<file path="src/sts_pkg.sv">
package sts_pkg;
   // *****************************************
   // command decode
   // *****************************************
   localparam logic [7:0] CMD_RELIAB = 8'hB0;
   localparam logic [7:0] FEAT_THRESH = 8'hD1;
   localparam logic [7:0] FEAT_STATUS = 8'hDA;
   localparam logic [7:0] SIG_LOW_OK = 8'h4F;
   localparam logic [7:0] SIG_HIGH_OK = 8'hC2;
   localparam logic [7:0] SIG_LOW_FAIL = 8'hF4;
   localparam logic [7:0] SIG_HIGH_FAIL = 8'h2C;
   localparam logic [2:0] DRVHEAD_ONES = 3'h7;
   localparam int DRVHEAD_TOP_POS = 5;
   // *****************************************
   // sector layout
   // *****************************************
   localparam int SECTOR_BYTES = 512;
   localparam logic [15:0] STRUCT_VERSION = 16'h0010;
   localparam int ENTRY_BASE = 2;
   localparam int ENTRY_BYTES = 12;
   localparam int ENTRY_COUNT = 30;
   localparam int ENTRY_END = ENTRY_BASE + ENTRY_BYTES * ENTRY_COUNT;
   localparam int CHECKSUM_POS = 511;
   localparam int ID_POS = 0;
   localparam int THR_POS = 1;
   // *****************************************
   // attribute table
   // *****************************************
   localparam int USED_ENTRIES = 11;
   localparam logic [7:0] ID_SPARE = 8'hC4;
   localparam logic [7:0] ID_SPARE_WORST = 8'hD5;
   localparam logic [7:0] ID_ERASE = 8'hE5;
   localparam logic [7:0] ID_ECC_TOTAL = 8'hCB;
   localparam logic [7:0] ID_ECC_CORR = 8'hCC;
   localparam logic [7:0] ID_CRC = 8'hC7;
   localparam logic [7:0] ID_READS = 8'hE8;
   localparam logic [7:0] ID_POWER_ON = 8'h0C;
   localparam logic [7:0] ID_WRITTEN = 8'hF1;
   localparam logic [7:0] ID_READ = 8'hF2;
   localparam logic [7:0] ID_ANCHOR = 8'hD6;
   localparam logic [7:0] ID_TRIM = 8'hD7;
   localparam logic [7:0] THR_SPARE_DEF = 8'h19;
   localparam logic [7:0] THR_ERASE_DEF = 8'h01;
   localparam logic [7:0] THR_NONE = 8'h00;
   localparam int BUF_DEPTH = 2;
endpackage

</file>
<file path="src/sts_skid.sv">
module sts_skid #(
   parameter int WIDTH = 8,
   parameter int DEPTH = 2
) (
   // clock and reset
   input wire logic ref_clk_in,
   input wire logic rst_n_in,
   // fill side
   input wire logic in_valid_in,
   output logic in_ready_out,
   input wire logic [WIDTH-1:0] in_data_in,
   // drain side
   output logic out_valid_out,
   input wire logic out_ready_in,
   output logic [WIDTH-1:0] out_data_out
);
   localparam int AW = (DEPTH > 1) ? $clog2(DEPTH) : 1;
   logic [WIDTH-1:0] mem [DEPTH];
   logic [AW-1:0] wr_ptr;
   logic [AW-1:0] rd_ptr;
   logic [AW:0] count;
   logic push;
   logic pop;

   assign in_ready_out = (count != (AW+1)'(DEPTH));
   assign out_valid_out = (count != '0);
   assign push = in_valid_in && in_ready_out;
   assign pop = out_valid_out && out_ready_in;
   assign out_data_out = mem[rd_ptr];

   always_ff @(posedge ref_clk_in) begin
      if (push) begin
         mem[wr_ptr] <= in_data_in;
      end
   end

   always_ff @(posedge ref_clk_in or negedge rst_n_in) begin
      if (!rst_n_in) begin
         wr_ptr <= '0;
         rd_ptr <= '0;
         count <= '0;
      end else begin
         if (push) begin
            wr_ptr <= (wr_ptr == AW'(DEPTH - 1)) ? '0 : wr_ptr + 1'b1;
         end
         if (pop) begin
            rd_ptr <= (rd_ptr == AW'(DEPTH - 1)) ? '0 : rd_ptr + 1'b1;
         end
         count <= count + (AW+1)'(push) - (AW+1)'(pop);
      end
   end
endmodule

</file>
<file path="src/sts_core.sv">
module sts_core #(
   parameter logic [7:0] THR_SPARE = sts_pkg::THR_SPARE_DEF,
   parameter logic [7:0] THR_ERASE = sts_pkg::THR_ERASE_DEF
) (
   // clock and reset
   input wire logic ref_clk_in,
   input wire logic rst_n_in,
   // task-file command strobe and registers
   input wire logic cmd_strobe_in,
   input wire logic [7:0] command_in,
   input wire logic [7:0] features_in,
   input wire logic [7:0] cyl_low_in,
   input wire logic [7:0] cyl_high_in,
   input wire logic [7:0] drive_head_in,
   // current normalized attribute values
   input wire logic [7:0] spare_value_in,
   input wire logic [7:0] erase_value_in,
   // status signature back to the task file
   output logic sig_load_out,
   output logic [7:0] sig_cyl_low_out,
   output logic [7:0] sig_cyl_high_out,
   // sector byte stream
   output logic data_valid_out,
   input wire logic data_ready_in,
   output logic [7:0] data_out,
   output logic data_last_out,
   // activity and rejection
   output logic busy_out,
   output logic cmd_reject_out
);
   // ***********************************************
   // decode
   // ***********************************************
   typedef enum logic [1:0] {
      ST_IDLE = 2'b01,
      ST_SEND = 2'b10
   } sts_state_t;

   sts_state_t state;
   logic [9:0] byte_idx;
   logic [7:0] sum;
   logic [7:0] next_byte;
   logic sig_ok;
   logic dh_ok;
   logic is_thresh;
   logic is_status;
   logic exceeded;
   logic gen_valid;
   logic gen_ready;
   logic gen_last;
   logic [8:0] buf_out;

   // the host owns the drive/head ones; a violating request is refused
   assign dh_ok = (drive_head_in[7:sts_pkg::DRVHEAD_TOP_POS] == sts_pkg::DRVHEAD_ONES);
   assign sig_ok = (cyl_low_in == sts_pkg::SIG_LOW_OK) && (cyl_high_in == sts_pkg::SIG_HIGH_OK);
   assign is_thresh = cmd_strobe_in && (command_in == sts_pkg::CMD_RELIAB) && sig_ok && dh_ok
                      && (features_in == sts_pkg::FEAT_THRESH);
   assign is_status = cmd_strobe_in && (command_in == sts_pkg::CMD_RELIAB) && sig_ok && dh_ok
                      && (features_in == sts_pkg::FEAT_STATUS);

   // a zero threshold never trips, so only nonzero limits are compared
   assign exceeded = ((THR_SPARE != sts_pkg::THR_NONE) && (spare_value_in <= THR_SPARE))
                  || ((THR_ERASE != sts_pkg::THR_NONE) && (erase_value_in <= THR_ERASE));

   // ***********************************************
   // sector byte generator
   // ***********************************************
   function automatic logic [7:0] entry_id(input int slot);
      case (slot)
         0: entry_id = sts_pkg::ID_SPARE;
         1: entry_id = sts_pkg::ID_SPARE_WORST;
         2: entry_id = sts_pkg::ID_ERASE;
         3: entry_id = sts_pkg::ID_ECC_TOTAL;
         4: entry_id = sts_pkg::ID_ECC_CORR;
         5: entry_id = sts_pkg::ID_CRC;
         6: entry_id = sts_pkg::ID_READS;
         7: entry_id = sts_pkg::ID_POWER_ON;
         8: entry_id = sts_pkg::ID_WRITTEN;
         9: entry_id = sts_pkg::ID_READ;
         10: entry_id = sts_pkg::ID_ANCHOR;
         11: entry_id = sts_pkg::ID_TRIM;
         default: entry_id = 8'h00;
      endcase
   endfunction

   function automatic logic [7:0] entry_thr(input int slot);
      case (slot)
         0: entry_thr = THR_SPARE;
         2: entry_thr = THR_ERASE;
         default: entry_thr = sts_pkg::THR_NONE;
      endcase
   endfunction

   // slot arithmetic stays in int; byte_idx never passes 511 while sending
   always_comb begin
      int pos;
      int slot;
      int ofs;
      pos = int'(byte_idx);
      slot = 0;
      ofs = 0;
      next_byte = 8'h00;
      if (pos == 0) begin
         next_byte = sts_pkg::STRUCT_VERSION[7:0];
      end else if (pos == 1) begin
         next_byte = sts_pkg::STRUCT_VERSION[15:8];
      end else if (pos < sts_pkg::ENTRY_END) begin
         slot = (pos - sts_pkg::ENTRY_BASE) / sts_pkg::ENTRY_BYTES;
         ofs = (pos - sts_pkg::ENTRY_BASE) % sts_pkg::ENTRY_BYTES;
         if (ofs == sts_pkg::ID_POS) begin
            next_byte = entry_id(slot);
         end else if (ofs == sts_pkg::THR_POS) begin
            next_byte = entry_thr(slot);
         end
      end else if (pos == sts_pkg::CHECKSUM_POS) begin
         next_byte = 8'(8'h00 - sum);
      end
   end

   assign gen_valid = (state == ST_SEND);
   // the checksum byte is the last one handed to the buffer
   assign gen_last = (byte_idx == 10'(sts_pkg::CHECKSUM_POS));

   // ***********************************************
   // control
   // ***********************************************
   always_ff @(posedge ref_clk_in or negedge rst_n_in) begin
      if (!rst_n_in) begin
         state <= ST_IDLE;
         byte_idx <= '0;
         sum <= 8'h00;
      end else begin
         case (state)
            ST_IDLE: begin
               if (is_thresh) begin
                  state <= ST_SEND;
                  byte_idx <= '0;
                  sum <= 8'h00;
               end
            end
            ST_SEND: begin
               if (gen_ready) begin
                  sum <= sum + next_byte;
                  byte_idx <= byte_idx + 10'h001;
                  if (gen_last) begin
                     state <= ST_IDLE;
                  end
               end
            end
            default: begin
               state <= ST_IDLE;
            end
         endcase
      end
   end

   // signature stays until the next status check
   always_ff @(posedge ref_clk_in or negedge rst_n_in) begin
      if (!rst_n_in) begin
         sig_load_out <= 1'b0;
         sig_cyl_low_out <= sts_pkg::SIG_LOW_OK;
         sig_cyl_high_out <= sts_pkg::SIG_HIGH_OK;
      end else begin
         sig_load_out <= is_status && (state == ST_IDLE);
         if (is_status && (state == ST_IDLE)) begin
            sig_cyl_low_out <= exceeded ? sts_pkg::SIG_LOW_FAIL : sts_pkg::SIG_LOW_OK;
            sig_cyl_high_out <= exceeded ? sts_pkg::SIG_HIGH_FAIL : sts_pkg::SIG_HIGH_OK;
         end
      end
   end

   always_ff @(posedge ref_clk_in or negedge rst_n_in) begin
      if (!rst_n_in) begin
         cmd_reject_out <= 1'b0;
      end else begin
         // anything else, or any command while the sector is still being generated (ST_SEND), not during the drain
         cmd_reject_out <= cmd_strobe_in && ((state != ST_IDLE) || !(is_thresh || is_status));
      end
   end

   // busy also covers the drain, so a stalled receiver keeps the block busy
   assign busy_out = (state != ST_IDLE) || data_valid_out;

   // ***********************************************
   // output buffer
   // ***********************************************
   // two entries so a receiver stall never drops a byte
   sts_skid #(
      .WIDTH(9),
      .DEPTH(sts_pkg::BUF_DEPTH)
   ) u_buf (
      .ref_clk_in(ref_clk_in),
      .rst_n_in(rst_n_in),
      .in_valid_in(gen_valid),
      .in_ready_out(gen_ready),
      .in_data_in({gen_last, next_byte}),
      .out_valid_out(data_valid_out),
      .out_ready_in(data_ready_in),
      .out_data_out(buf_out)
   );

   assign data_out = buf_out[7:0];
   assign data_last_out = buf_out[8];
endmodule

</file>
<file path="config.mk">
export PLATFORM = sky130hd
export DESIGN_NAME = sts_core
export DESIGN_NICKNAME = d
export VERILOG_FILES = /design/src/sts_pkg.sv /design/src/sts_skid.sv /design/src/sts_core.sv
export SDC_FILE = /design/constraint.sdc
export NUM_CORES = 1
export LEC_CHECK = 0
export BUFFER_PORTS_ARGS = -buffer_cell sky130_fd_sc_hd__buf_4
export CAP_MARGIN = 20
export CORE_AREA = 2 2 125 127
export DETAILED_ROUTE_END_ITERATION = 6
export DIE_AREA = 0 0 127 129
export SLEW_MARGIN = 30
export SYNTH_ARGS = -nofsm -noshare
export SYNTH_HDL_FRONTEND = slang
export SYNTH_HIERARCHICAL = 1
export SYNTH_SLANG_ARGS = --single-unit
</file>
<file path="constraint.sdc">
create_clock -name ref_clk_in -period 10.08 [get_ports ref_clk_in]
set_input_delay 0.504 -clock ref_clk_in [delete_from_list [all_inputs] [get_ports ref_clk_in]]
set_output_delay 0.504 -clock ref_clk_in [all_outputs]
set_load 0.03 [all_outputs]
</file>
After elaboration in Yosys (flattened, before gate mapping)
Memory sizes are Yosys's and may differ from the RTL's.
Cells that the tools add are included.
- logic and storage cells: 90
- output and inout port bits: 29
- memory bits (writable): 18
- input port bits: 60
- memories kept: 2
- register bits: 42
- ROM bits: 128
- latch bits: 0
- reduce and logical (&&, ||, !) cells: 23
- eq/ne operators: 18
- multiply operators: 0
- shift operators: 0
- bitwise logic cells: 0
- magnitude comparators: 3
- mux-type cells: 24
- $add $sub $neg: 8
- div/mod/pow operators: 2
- memory list (memory ; words ; width ; rd ports ; clocked after memory_dff ; write ports ; RTL line ; source):
    (no name shown) ; 16 ; 8 ; 1 ; 0 ; 0 ; sts_core.sv:69 ; case (slot)
    u_buf.mem ; 2 ; 9 ; 1 ; 0 ; 1 ; sts_skid.sv:18 ; logic [WIDTH-1:0] mem [DEPTH];
- operators with widths (operator ; number):
    8-bit two-way mux ; 10
    32-bit by 2-bit == test with 1-bit output (second input constant) ; 2
    32-bit zero test ; 2
    32-bit by 5-bit divider with 32-bit output (second input constant) ; 1
    8-bit == test (second input constant) ; 4
    32-bit by 5-bit remainder unit with 32-bit output (second input constant) ; 1
    28-bit zero test ; 1
    10-bit two-way mux ; 2
    10-bit case mux with 2 select lines ; 1
    8-bit case mux with 2 select lines ; 1
    10-bit by 2-bit subtractor with 11-bit output (second input constant) ; 1
    10-bit by 1-bit adder with 10-bit output (second input constant) ; 1
    10-bit == test (second input constant) ; 1
    10-bit by 2-bit == test with 1-bit output (second input constant) ; 1
    10-bit by 9-bit == test with 1-bit output (second input constant) ; 1
    1-bit logical AND ; 10
    10-bit zero test ; 1
    10-bit by 9-bit < comparator with 1-bit output (second input constant) ; 1
    5-bit case mux with 2 select lines ; 1
    8-bit adder ; 1
    8-bit by 7-bit == test with 1-bit output (second input constant) ; 1
    8-bit by 1-bit <= comparator with 1-bit output (second input constant) ; 1
    8-bit by 5-bit <= comparator with 1-bit output (second input constant) ; 1
    2-bit inequality test (second input constant) ; 4
    other kinds (16) ; 27

Longest topological paths before layout
Gate-level depths: netlist of the first run.
- depth after elaboration: 12
- gate-level depth with buffers: 36
- depth with buffers taken out: 32

By module
Netlist of the first run, hierarchy kept.
- modules (own cells, without submodules) (module ; seq. area each (µm²) ; area an instance (µm²) ; cells each ; instances):
    sts_core ; 603.1 ; 4000.1 ; 529 ; 1
    sts_skid ; 640.6 ; 880.8 ; 50 ; 1

Worst setup path after synthesis of the first run
Ideal clock, no wire load.
- kind: register to register
- start point: register byte_idx[1]
- end point: register sum[7]
- cell stages (with the launch flop): 34
- required time: 10000 ps
- buffers on the path: 2
- setup time: 80 ps
- slack: 2935 ps
- data arrival time: 7065 ps
- clock period less this slack: 7145 ps
- cells stage by stage: dfrtp_1 -> inv_1 -> ha_1 -> buf_2 -> nand2b_1 -> a211o_1 -> and3_1 -> nor2_2 -> buf_2 -> o2111ai_1 -> o32a_1 -> a31o_2 -> a221o_1 -> inv_1 -> ha_1 -> or2_2 -> o31a_1 -> inv_1 -> ha_1 -> mux2i_1 -> nor2_1 -> a31oi_1 -> o31ai_1 -> ha_1 -> a21o_1 -> a21o_1 -> a21o_1 -> a21oi_1 -> o21bai_1 -> a21oi_1 -> xnor2_1 -> or4_1 -> or4_4 -> o211ai_2
- elaborated cells on any way between the ends: 24
- those cells by class: 2 x add/sub; 2 x div; 1 x order compare; 4 x eq/ne; 10 x mux; 4 x reduce/logical; 1 x memory
- RTL lines (what ; RTL line ; source):
    start, declared ; sts_core.sv:40 ; logic [9:0] byte_idx;
    start signal, assigned ; sts_core.sv:144 ; byte_idx <= byte_idx + 10'h001;
    10-bit by 2-bit subtractor with 11-bit output ; sts_core.sv:108, sts_core.sv:109 ;
    32-bit by 5-bit divider with 32-bit output or 32-bit by 5-bit remainder unit with 32-bit output (tied branches) ; sts_core.sv:108, sts_core.sv:109 ;
    memory read 16 x 8 bit, or another cell as far along ; - ;
    8-bit two-way mux or 5-bit two-way mux (tied branches) ; sts_core.sv:69, sts_core.sv:112 ;
    8-bit two-way mux ; sts_core.sv:110 ; if (ofs == sts_pkg::ID_POS) begin
    8-bit two-way mux ; sts_core.sv:107 ; end else if (pos < sts_pkg::ENTRY_END) begin
    8-bit two-way mux ; sts_core.sv:105 ; end else if (pos == 1) begin
    8-bit two-way mux (*) ; sts_core.sv:103 ; if (pos == 0) begin
    net next_byte[1] ; sts_core.sv:42 ; logic [7:0] next_byte;
    8-bit adder (*) ; sts_core.sv:143 ; sum <= sum + next_byte;
    8-bit two-way mux (*) ; sts_core.sv:142 ; if (gen_ready) begin
    8-bit case mux with 2 select lines (*) ; sts_core.sv:133 ; case (state)
    end signal, assigned ; sts_core.sv:143 ;
    end, declared ; sts_core.sv:41 ; logic [7:0] sum;
Mark *: on every way through the listed nets, which the timed path passes. The rest lies on a longest branch. The select of a mux whose other input is x is not followed.
A chain may end at the register's enable or synchronous reset.

Worst setup path after layout of the first run
Same ends and word-level chain as after synthesis.

==> results of run 1 <==
-- logic make-up (layout without fill, tap and decap cells) --
group / Yosys count / after routing / synth area share, %
fa+ha+maj: 26 / 26 / 6.819
other cells: 2 / 4 / 0.1539
simple gates: 219 / 219 / 24.58
compound gates: 169 / 169 / 25.84
flops: 46 / 46 / 25.48
xor+xnor: 35 / 35 / 6.434
buf+inv: 68 / 105 / 7.536
mux: 14 / 14 / 3.153
-- final cells by class --
cell class	instances	area (um^2)	area share, %
repair buffers	80	600.6	10.80
multi-input cells	467	3277	58.91
inverters	17	63.81	1.147
clock inverters	1	6.256	0.1125
flip-flops and latches	46	1244	22.36
well taps	188	235.2	4.229
clock buffers	7	136.4	2.452
-- final timing paths --
| path | from | to | slack (ns) | depth (start not counted) |
|---|---|---|---|---|
| worst min-delay path | rst_n_in | u_buf/count[1] | 0.14 | 1 |
| worst min register to register | u_buf/wr_ptr | u_buf/wr_ptr | 0.54 | 1 |
| max in group asynchronous | rst_n_in | sig_cyl_low_out[3] | 9.63 | 1 |
| worst max-delay path | byte_idx[1] | sum[7] | 1.50 | 31 |
| min in group ref_clk_in | cmd_strobe_in | cmd_reject_out | 0.50 | 2 |
| worst max register to register | byte_idx[1] | sum[7] | 1.50 | 31 |
-- worst max-delay path: cells and delay by family (launching register included) --
kind                       cells  cell delay, ns
AOI/OAI and AO/OA             14            3.26
and+or+nand+nor                8            2.71
adders and majority gates      4            1.18
DFF                            1            0.63
buffers and inverters          3            0.45
xor gates and xnor gates       1            0.16
muxes                          1            0.08
-- routing by layer --
metal | vias up | GRT usage (%) | wire (um)
met4 | 0 | 5.236 | 135
met2 | 148 | 27.04 | 6370
met5 | - | 0 | 0
li1 | 2244 | - | -
met1 | 2212 | 20.22 | 5755
met3 | 16 | 1.830 | 617
-- registers in the layout (all words and copies together) (netlist names) --
signal           count
state                2
u_buf/wr_ptr         1
sig_cyl_low_out      2
u_buf/rd_ptr         1
byte_idx            10
sig_load_out         1
cmd_reject_out       1
u_buf/mem           18
sum                  8
u_buf/count          2
-- metrics by stage --
stage | hold WS, ns | setup slack [ns] | power (mW) | std cells
2_1_floorplan | 0.2084 | 2.935 | 0.2607 | 581
3_3_place_gp | 0.4437 | 1.773 | 0.2879 | 798
3_5_place_dp | 0.4530 | 1.640 | 0.2922 | 798
4_1_cts | 0.1534 | 1.588 | 0.4528 | 806
5_1_grt | 0.1622 | 0.9284 | 0.4652 | 806
6_report | 0.1364 | 1.501 | 0.4476 | 806
-- power by group through the flow --
stage / Combinational (mW) / Sequential [mW] / Clock (mW)
floorplan: 0.0510 / 0.210 / 0
global placement: 0.0705 / 0.217 / 0
detailed placement: 0.0739 / 0.218 / 0
CTS: 0.0740 / 0.215 / 0.164
global route: 0.0782 / 0.216 / 0.171
finish: 0.0725 / 0.214 / 0.161
-- placed cells by master (no fill, tap or decap), drive strengths merged, types with 6 or more instances in the layout --
| cell | Yosys | routed |
|---|---|---|
| nand4 | 17 | 17 |
| nor3 | 20 | 20 |
| a21oi | 22 | 22 |
| nand2b | 6 | 6 |
| nor2 | 51 | 51 |
| xor2 | 9 | 9 |
| mux2 | 11 | 11 |
| inv | 17 | 18 |
| dfrtp | 26 | 26 |
| nor4 | 8 | 8 |
| nand2 | 55 | 55 |
| a21o | 9 | 9 |
| o21ai | 23 | 23 |
| clkbuf | 19 | 7 |
| o211ai | 11 | 11 |
| or4 | 6 | 6 |
| a211oi | 10 | 10 |
| ha | 25 | 25 |
| o21a | 8 | 8 |
| or2 | 9 | 9 |
| buf | 32 | 80 |
| nand3 | 15 | 15 |
| edfxtp | 18 | 18 |
| o31ai | 9 | 9 |
| xnor2 | 26 | 26 |
| o22ai | 12 | 12 |
==> report_table.html, run 1 <==
<table>
<tr><th>Metric</th><th>Value</th></tr>
<tr><th colspan="2">Outcome</th></tr>
<tr><td>Status</td><td>finished clean</td></tr>
<tr><th colspan="2">Place</th></tr>
<tr><td>Final weighted congestion of routability-driven global placement</td><td>0.8910</td></tr>
<tr><td>Half-perimeter wire length after placement</td><td>9.590 mm</td></tr>
<tr><td>Number of buffers added on ports</td><td>77</td></tr>
<tr><td>Instance area at placement</td><td>0.005420 mm^2</td></tr>
<tr><th colspan="2">Detailed routing</th></tr>
<tr><td>DR WL/cell</td><td>between 15 and 20 um</td></tr>
<tr><td>Drt pass-1 iters</td><td>5</td></tr>
<tr><td>Number of vias per cell</td><td>5.732</td></tr>
<tr><td>Drt drc</td><td>0</td></tr>
<tr><td>Vias</td><td>4620</td></tr>
<tr><td>Initial drt markers</td><td>roughly 370</td></tr>
<tr><td>Residual antenna-violating net count after detailed routing</td><td>0</td></tr>
<tr><td>Post-Route WL</td><td>around 13 mm</td></tr>
<tr><th colspan="2">STA</th></tr>
<tr><td>Ratio of final minimum period to clock period</td><td>85.11%</td></tr>
<tr><td>Pin slew with the least headroom to its limit</td><td>a little over 0.9 ns</td></tr>
<tr><td>Worst-case clock skew</td><td>roughly 0.0048 ns</td></tr>
<tr><td>Final setup vio count</td><td>0</td></tr>
<tr><td>Final hold violation count</td><td>0</td></tr>
<tr><td>Number of max-slew violations in the final report</td><td>0</td></tr>
<tr><td>Accumulated negative setup slack</td><td>0 ns</td></tr>
<tr><td>Upper clock frequency limit</td><td>116.6 MHz</td></tr>
<tr><td>Unrepaired setup endpoints after global routing</td><td>false</td></tr>
<tr><td>Post-layout min period</td><td>8.579 ns</td></tr>
<tr><td>Max transition margin</td><td>38.38%</td></tr>
<tr><th colspan="2">Power</th></tr>
<tr><td>Static leakage power</td><td>2.123 nW</td></tr>
<tr><td>Reg power frac</td><td>47.8%</td></tr>
<tr><td>Cell-internal power</td><td>0.3361 mW</td></tr>
<tr><td>Fraction of power spent switching nets</td><td>24.91%</td></tr>
<tr><td>Maximum VDD drop</td><td>roughly 70 uV</td></tr>
<tr><td>Power dissipated by switching net loads</td><td>0.1115 mW</td></tr>
<tr><td>Fraction of power consumed by combinational cells</td><td>16.2%</td></tr>
<tr><td>Power share of the clock group</td><td>36.0%</td></tr>
<tr><td>Total power per unit cell area</td><td>between 80 and 90 mW/mm^2</td></tr>
<tr><th colspan="2">Floorplan</th></tr>
<tr><td>Die width</td><td>127 um</td></tr>
<tr><td>Core Box Area</td><td>0.01498 mm^2</td></tr>
<tr><td>Starting utilization of the core area</td><td>32.59%</td></tr>
<tr><td>Die ar.</td><td>about 0.016 mm^2</td></tr>
<tr><td>Die Y</td><td>129 um</td></tr>
<tr><td># IOs</td><td>89</td></tr>
<tr><td>Number of cell rows</td><td>45</td></tr>
<tr><th colspan="2">Synth</th></tr>
<tr><td>Fraction of post-synthesis cell area in the top cell type by area</td><td>13.33%</td></tr>
<tr><td>Count of distinct cell types in the synthesized netlist</td><td>94</td></tr>
<tr><td>Main area contributors after synthesis</td><td>dfrtp_1 13%, edfxtp_1 11%, ha_1 6.4%</td></tr>
<tr><td>Count of flip-flops with a built-in enable after synthesis</td><td>18</td></tr>
<tr><td>Top flip-flop cell by instance count after synthesis</td><td>dfrtp_1</td></tr>
<tr><td>Syn Area/Cell</td><td>8.430 um^2</td></tr>
<tr><td>Ys Warns</td><td>6</td></tr>
<tr><td>Number of synthesized register bits</td><td>46</td></tr>
<tr><td>Post-Synthesis Cell Area</td><td>0.004881 mm^2</td></tr>
<tr><td>Top cells by count, synth</td><td>52 x nand2_1, 48 x nor2_1, 26 x dfrtp_1, 26 x xnor2_1, 25 x ha_1</td></tr>
<tr><td>Gate count after technology mapping</td><td>between 500 and 600</td></tr>
<tr><td>Most frequent cell after synthesis</td><td>nand2_1</td></tr>
<tr><td>Async set-or-reset flop fraction in the synthesized netlist</td><td>60.87%</td></tr>
<tr><td>Post-synth top area cell</td><td>dfrtp_1</td></tr>
<tr><td>Fraction of the yosys area taken by sequential cells</td><td>25.48%</td></tr>
<tr><th colspan="2">Global route</th></tr>
<tr><td>Global routing usage summed across all routing layers</td><td>roughly 16%</td></tr>
<tr><td>Antenna violations before repair</td><td>0</td></tr>
<tr><td>Global-route wire length before repair</td><td>21.76 mm</td></tr>
<tr><td>Number of global-route vias before repair</td><td>4544</td></tr>
<tr><td>Leftover overflow at the end of global routing</td><td>0</td></tr>
<tr><td>Pin count of the biggest net entering global routing</td><td>30</td></tr>
<tr><th colspan="2">Clocking</th></tr>
<tr><td>Cts hold-fix bufs</td><td>0</td></tr>
<tr><td>Clock latency of the later-clocked register in the worst-skew pair</td><td>0.28 ns</td></tr>
<tr><td>Number of resized instances in the post-cts repair step</td><td>0</td></tr>
<tr><td>Number of buffers inserted by post-CTS setup repair</td><td>0</td></tr>
<tr><td>CTS root buf</td><td>clkbuf_16</td></tr>
<tr><td>Clock sink total</td><td>46</td></tr>
<tr><td>CTS HTree Levels</td><td>2</td></tr>
<tr><td>Total CTS buffers</td><td>5</td></tr>
<tr><td>Clock transition at the registers of the reported paths</td><td>0.06 ns</td></tr>
<tr><td>Clock tree from TritonCTS</td><td>built</td></tr>
<tr><td>Maximum buffer depth of the clock tree</td><td>2</td></tr>
<tr><th colspan="2">Finish</th></tr>
<tr><td>Diodes inserted</td><td>0</td></tr>
<tr><td>Synthesis-to-layout area growth</td><td>13.97%</td></tr>
<tr><td>Fillers</td><td>1502</td></tr>
<tr><td>Share of post-route cells with drive strength above 1</td><td>20.87%</td></tr>
<tr><td>Post-Layout Inst Area</td><td>about 0.0056 mm^2</td></tr>
<tr><td>Share of the core filled with cells in the final layout</td><td>37.14%</td></tr>
<tr><td>Final-stage net count</td><td>703</td></tr>
<tr><th colspan="2">Worst setup path</th></tr>
<tr><td>Maximum single-stage delay on the critical path</td><td>0.63 ns</td></tr>
<tr><td>Maximum fanout count along the critical path</td><td>16</td></tr>
<tr><td>Arrival time reported for the critical path endpoint</td><td>8.78 ns</td></tr>
<tr><td>Required time reported for the critical path endpoint</td><td>10.29 ns</td></tr>
<tr><td>CP Class</td><td>register to register</td></tr>
<tr><td>Crit. End Element</td><td>register</td></tr>
<tr><td>Top cell by count, worst path</td><td>ha_1</td></tr>
<tr><td>Slowest-stage cell, CP</td><td>dfrtp_1</td></tr>
<tr><td>Startpoint Class</td><td>register</td></tr>
<tr><th colspan="2">Min path</th></tr>
<tr><td>Path class of the lowest-slack min-delay path</td><td>input port to asynchronous set/reset pin</td></tr>
<tr><th colspan="2">Flow run</th></tr>
<tr><td>Count of max-cap constraint violations</td><td>0</td></tr>
</table>
Note: power is estimated with default switching activity, not from simulation.
==> run 2: changes to the inputs <==
--- a/config.mk
+++ b/config.mk
@@ -5,11 +5,12 @@
 export SDC_FILE = /design/constraint.sdc
 export NUM_CORES = 1
 export LEC_CHECK = 0
+export ABC_AREA = 1
 export BUFFER_PORTS_ARGS = -buffer_cell sky130_fd_sc_hd__buf_4
 export CAP_MARGIN = 20
-export CORE_AREA = 2 2 125 127
+export CORE_AREA = 2 2 113 115
 export DETAILED_ROUTE_END_ITERATION = 6
-export DIE_AREA = 0 0 127 129
+export DIE_AREA = 0 0 115 117
 export SLEW_MARGIN = 30
 export SYNTH_ARGS = -nofsm -noshare
 export SYNTH_HDL_FRONTEND = slang
==> report_table.html, run 2 <==
<table>
<tr><th>Metric</th><th>Value</th></tr>
<tr><th colspan="2">Outcome</th></tr>
<tr><td>Status</td><td>finished clean</td></tr>
<tr><th colspan="2">Synth</th></tr>
<tr><td>Main area contributors after synthesis</td><td>dfrtp_1 17%, edfxtp_1 14%, nand2_1 12%</td></tr>
<tr><td>Top flip-flop cell by instance count after synthesis</td><td>dfrtp_1</td></tr>
<tr><td>Syn Area/Cell</td><td>7.296 um^2</td></tr>
<tr><td>Fraction of the yosys area taken by sequential cells</td><td>between 30% and 40%</td></tr>
<tr><td>Ys Warns</td><td>6</td></tr>
<tr><td>Count of distinct cell types in the synthesized netlist</td><td>45</td></tr>
<tr><td>Top cells by count, synth</td><td>124 x nand2_1, 74 x inv_1, 53 x nor2_1</td></tr>
<tr><td>Number of synthesized register bits</td><td>46</td></tr>
<tr><td>Async set-or-reset flop fraction in the synthesized netlist</td><td>60.87%</td></tr>
<tr><td>Gate count after technology mapping</td><td>538</td></tr>
<tr><td>Post-synth top area cell</td><td>dfrtp_1</td></tr>
<tr><td>Count of flip-flops with a built-in enable after synthesis</td><td>18</td></tr>
<tr><td>Post-Synthesis Cell Area</td><td>0.003925 mm^2</td></tr>
<tr><td>Fraction of post-synthesis cell area in the top cell type by area</td><td>16.58%</td></tr>
<tr><td>Most frequent cell after synthesis</td><td>nand2_1</td></tr>
<tr><th colspan="2">Power</th></tr>
<tr><td>Total power per unit cell area</td><td>269.4 mW/mm^2</td></tr>
<tr><td>Static leakage power</td><td>2.392 nW</td></tr>
<tr><td>Maximum VDD drop</td><td>roughly 130 uV</td></tr>
<tr><th colspan="2">Finish</th></tr>
<tr><td>Share of the core filled with cells in the final layout</td><td>38.38%</td></tr>
<tr><td>Total area of sequential cells</td><td>0.001244 mm^2</td></tr>
<tr><td>Post-Layout Inst Area</td><td>around 0.0047 mm^2</td></tr>
<tr><td>Synthesis-to-layout area growth</td><td>20.40%</td></tr>
<tr><td>Fillers</td><td>1286</td></tr>
<tr><td>Share of post-route cells with drive strength above 1</td><td>23.06%</td></tr>
<tr><td>Diodes inserted</td><td>0</td></tr>
<tr><td>Most frequent cells in the layout</td><td>124 x nand2_1, 78 x buf_4, 74 x inv_1, 53 x nor2_1, 29 x nand3_1</td></tr>
<tr><td>Largest register FFs</td><td>18</td></tr>
<tr><td>Largest Register</td><td>u_buf/mem</td></tr>
<tr><td>Most common cell after layout, fill and taps aside</td><td>nand2_1</td></tr>
<tr><td>Final cell count without fillers</td><td>~760</td></tr>
<tr><td>Final-stage net count</td><td>between 600 and 700</td></tr>
<tr><td>Largest regs</td><td>u_buf/mem (18), byte_idx (10), sum (8)</td></tr>
<tr><td>Area of the multi-input gates</td><td>0.002255 mm^2</td></tr>
<tr><th colspan="2">Global route</th></tr>
<tr><td>Global routing usage summed across all routing layers</td><td>14.47%</td></tr>
<tr><td>Global-route wire length before repair</td><td>16.04 mm</td></tr>
<tr><td>Antenna violations before repair</td><td>0</td></tr>
<tr><td>Leftover overflow at the end of global routing</td><td>0</td></tr>
<tr><td>Pin count of the biggest net entering global routing</td><td>29</td></tr>
<tr><td>Number of global-route vias before repair</td><td>3660</td></tr>
<tr><th colspan="2">Floorplan</th></tr>
<tr><td>Core Box Area</td><td>0.01231 mm^2</td></tr>
<tr><td># IOs</td><td>89</td></tr>
<tr><td>Die Y</td><td>117 um</td></tr>
<tr><td>Die width</td><td>between 100 and 150 um</td></tr>
<tr><td>Starting utilization of the core area</td><td>31.88%</td></tr>
<tr><td>Number of cell rows</td><td>41</td></tr>
<tr><td>Die ar.</td><td>between 0.01 and 0.015 mm^2</td></tr>
<tr><th colspan="2">Clocking</th></tr>
<tr><td>Clock transition at the registers of the reported paths</td><td>0.06 ns</td></tr>
<tr><td>Number of buffers inserted by post-CTS setup repair</td><td>0</td></tr>
<tr><td>CTS HTree Levels</td><td>2</td></tr>
<tr><td>Maximum buffer depth of the clock tree</td><td>2</td></tr>
<tr><td>Clock sink total</td><td>46</td></tr>
<tr><td>Clock latency of the later-clocked register in the worst-skew pair</td><td>approximately 0.28 ns</td></tr>
<tr><td>CTS root buf</td><td>clkbuf_16</td></tr>
<tr><td>Total CTS buffers</td><td>5</td></tr>
<tr><td>Cts hold-fix bufs</td><td>0</td></tr>
<tr><td>Clock tree from TritonCTS</td><td>built</td></tr>
<tr><td>Number of resized instances in the post-cts repair step</td><td>0</td></tr>
<tr><th colspan="2">STA</th></tr>
<tr><td>Worst hold-check slack</td><td>0.1388 ns</td></tr>
<tr><td>Pin slew with the least headroom to its limit</td><td>0.7532 ns</td></tr>
<tr><td>Final hold violation count</td><td>0</td></tr>
<tr><td>Number of max-slew violations in the final report</td><td>0</td></tr>
<tr><td>Accumulated negative setup slack</td><td>0 ns</td></tr>
<tr><td>Post-layout min period</td><td>7.184 ns</td></tr>
<tr><td>Final setup vio count</td><td>0</td></tr>
<tr><td>Ratio of final minimum period to clock period</td><td>71.27%</td></tr>
<tr><td>Worst-case clock skew</td><td>0.003774 ns</td></tr>
<tr><td>Max transition margin</td><td>around half</td></tr>
<tr><td>Upper clock frequency limit</td><td>139.2 MHz</td></tr>
<tr><td>Unrepaired setup endpoints after global routing</td><td>false</td></tr>
<tr><th colspan="2">Worst setup path</th></tr>
<tr><td>CP Class</td><td>register to register</td></tr>
<tr><td>Instance count on the critical path</td><td>between 40 and 50</td></tr>
<tr><td>Worst Reg2Reg Path Length in Cells</td><td>47</td></tr>
<tr><td>Startpoint Class</td><td>register</td></tr>
<tr><td>Crit. End Element</td><td>register</td></tr>
<tr><td>Top cell by count, worst path</td><td>inv_1</td></tr>
<tr><td>Slowest-stage cell, CP</td><td>dfrtp_1</td></tr>
<tr><td>Maximum single-stage delay on the critical path</td><td>approximately 0.51 ns</td></tr>
<tr><td>Delay-heaviest family, CP</td><td>compound AO/OA/AOI/OAI gates</td></tr>
<tr><td>Required time reported for the critical path endpoint</td><td>a little over 10 ns</td></tr>
<tr><td>Bufs and invs on worst path</td><td>8</td></tr>
<tr><td>Maximum fanout count along the critical path</td><td>9</td></tr>
<tr><td>Arrival time reported for the critical path endpoint</td><td>roughly 7.4 ns</td></tr>
<tr><th colspan="2">Place</th></tr>
<tr><td>Half-perimeter wire length after placement</td><td>7.350 mm</td></tr>
<tr><td>Instance area at placement</td><td>0.004582 mm^2</td></tr>
<tr><td>Post-placement cell count</td><td>between 700 and 800</td></tr>
<tr><td>Final weighted congestion of routability-driven global placement</td><td>0.8524</td></tr>
<tr><td>Number of buffers added on ports</td><td>77</td></tr>
<tr><th colspan="2">Detailed routing</th></tr>
<tr><td>DR WL/cell</td><td>roughly 12 um</td></tr>
<tr><td>Drt pass-1 iters</td><td>4</td></tr>
<tr><td>Post-Route WL</td><td>~9 mm</td></tr>
<tr><td>Number of vias per cell</td><td>about 4.8</td></tr>
<tr><td>Vias</td><td>3670</td></tr>
<tr><td>Initial drt markers</td><td>187</td></tr>
<tr><td>Residual antenna-violating net count after detailed routing</td><td>0</td></tr>
<tr><td>Drt drc</td><td>0</td></tr>
<tr><th colspan="2">Min path</th></tr>
<tr><td>Path class of the lowest-slack min-delay path</td><td>input port to asynchronous set/reset pin</td></tr>
<tr><th colspan="2">Flow run</th></tr>
<tr><td>Count of max-cap constraint violations</td><td>0</td></tr>
</table>
run 2: cell types whose count changed after synthesis, sizes merged, moves of 11 or more:
| cell | before | now |
|---|---|---|
| xnor2 | 26 | 0 |
| o22ai | 12 | 1 |
| nand3 | 15 | 40 |
| nor2 | 51 | 62 |
| inv | 17 | 79 |
| o21ai | 23 | 35 |
| mux2 | 11 | 0 |
| buf | 32 | 17 |
| nand2 | 55 | 142 |
| clkbuf | 19 | 2 |
run 2: path summary, 6_finish.rpt:
path                                            to                from  slack [ns]
worst max-delay path                        sum[7]         byte_idx[1]        2.90
min in group ref_clk_in             cmd_reject_out       cmd_strobe_in        0.47
worst max register to register              sum[7]         byte_idx[1]        2.90
max in group asynchronous       sig_cyl_low_out[3]            rst_n_in        9.63
worst min-delay path                u_buf/count[1]            rst_n_in        0.14
worst min register to register  sig_cyl_low_out[3]  sig_cyl_low_out[3]        0.51
run 2: cell families after synthesis:
logic type / after synthesis / share of synthesized area, %
flip-flops: 46 / 31.69
adder cells (fa/ha/maj): 26 / 8.479
other: 2 / 0.1913
XOR/XNOR: 12 / 2.869
AND/OR/NAND/NOR: 281 / 34.56
buffers and inverters: 99 / 11.22
AO/OA/AOI/OAI: 72 / 11.00
run 2: area by class of cell:
class                      count  share of cell area [%]
inverter                      80                   6.566
clock buffer                   5                   2.648
timing repair buffer          78                   12.39
clock inverter                 3                  0.3971
tap                          150                   3.971
multi-input combinational    395                   47.71
sequential                    46                   26.32
run 2: power by group:
group	switching [mW]	internal [mW]
Clock	0.0691	0.0918
Sequential	0.0552	0.233
Combinational	0.547	0.277
Total	0.671	0.602
run 2: metrics by stage:
step           power [mW]  setup WS, ns
3_5_place_dp        1.109         3.098
4_1_cts             1.276         3.046
2_1_floorplan      0.9225         4.177
6_report            1.273         2.896
3_3_place_gp        1.084         3.250
5_1_grt             1.398         1.976
run 2: routing by layer:
layer  vias to the layer above  track usage, %  share of wire, %
li1                       1881               -                 -
met1                      1692           17.43                45
met2                        85           27.45                51
met3                        12           2.008               3.6
met4                         0           3.052              0.92
met5                         -               0                 0
run 2: worst reg2reg max path, delay by kind of cell, from the launching register on:
kind | cells | cell delay [ns]
fa+ha+maj | 4 | 1.09
compound gates | 12 | 2.34
simple gates | 22 | 2.15
buf+inv | 8 | 0.85
flops | 1 | 0.51
xor+xnor | 1 | 0.16
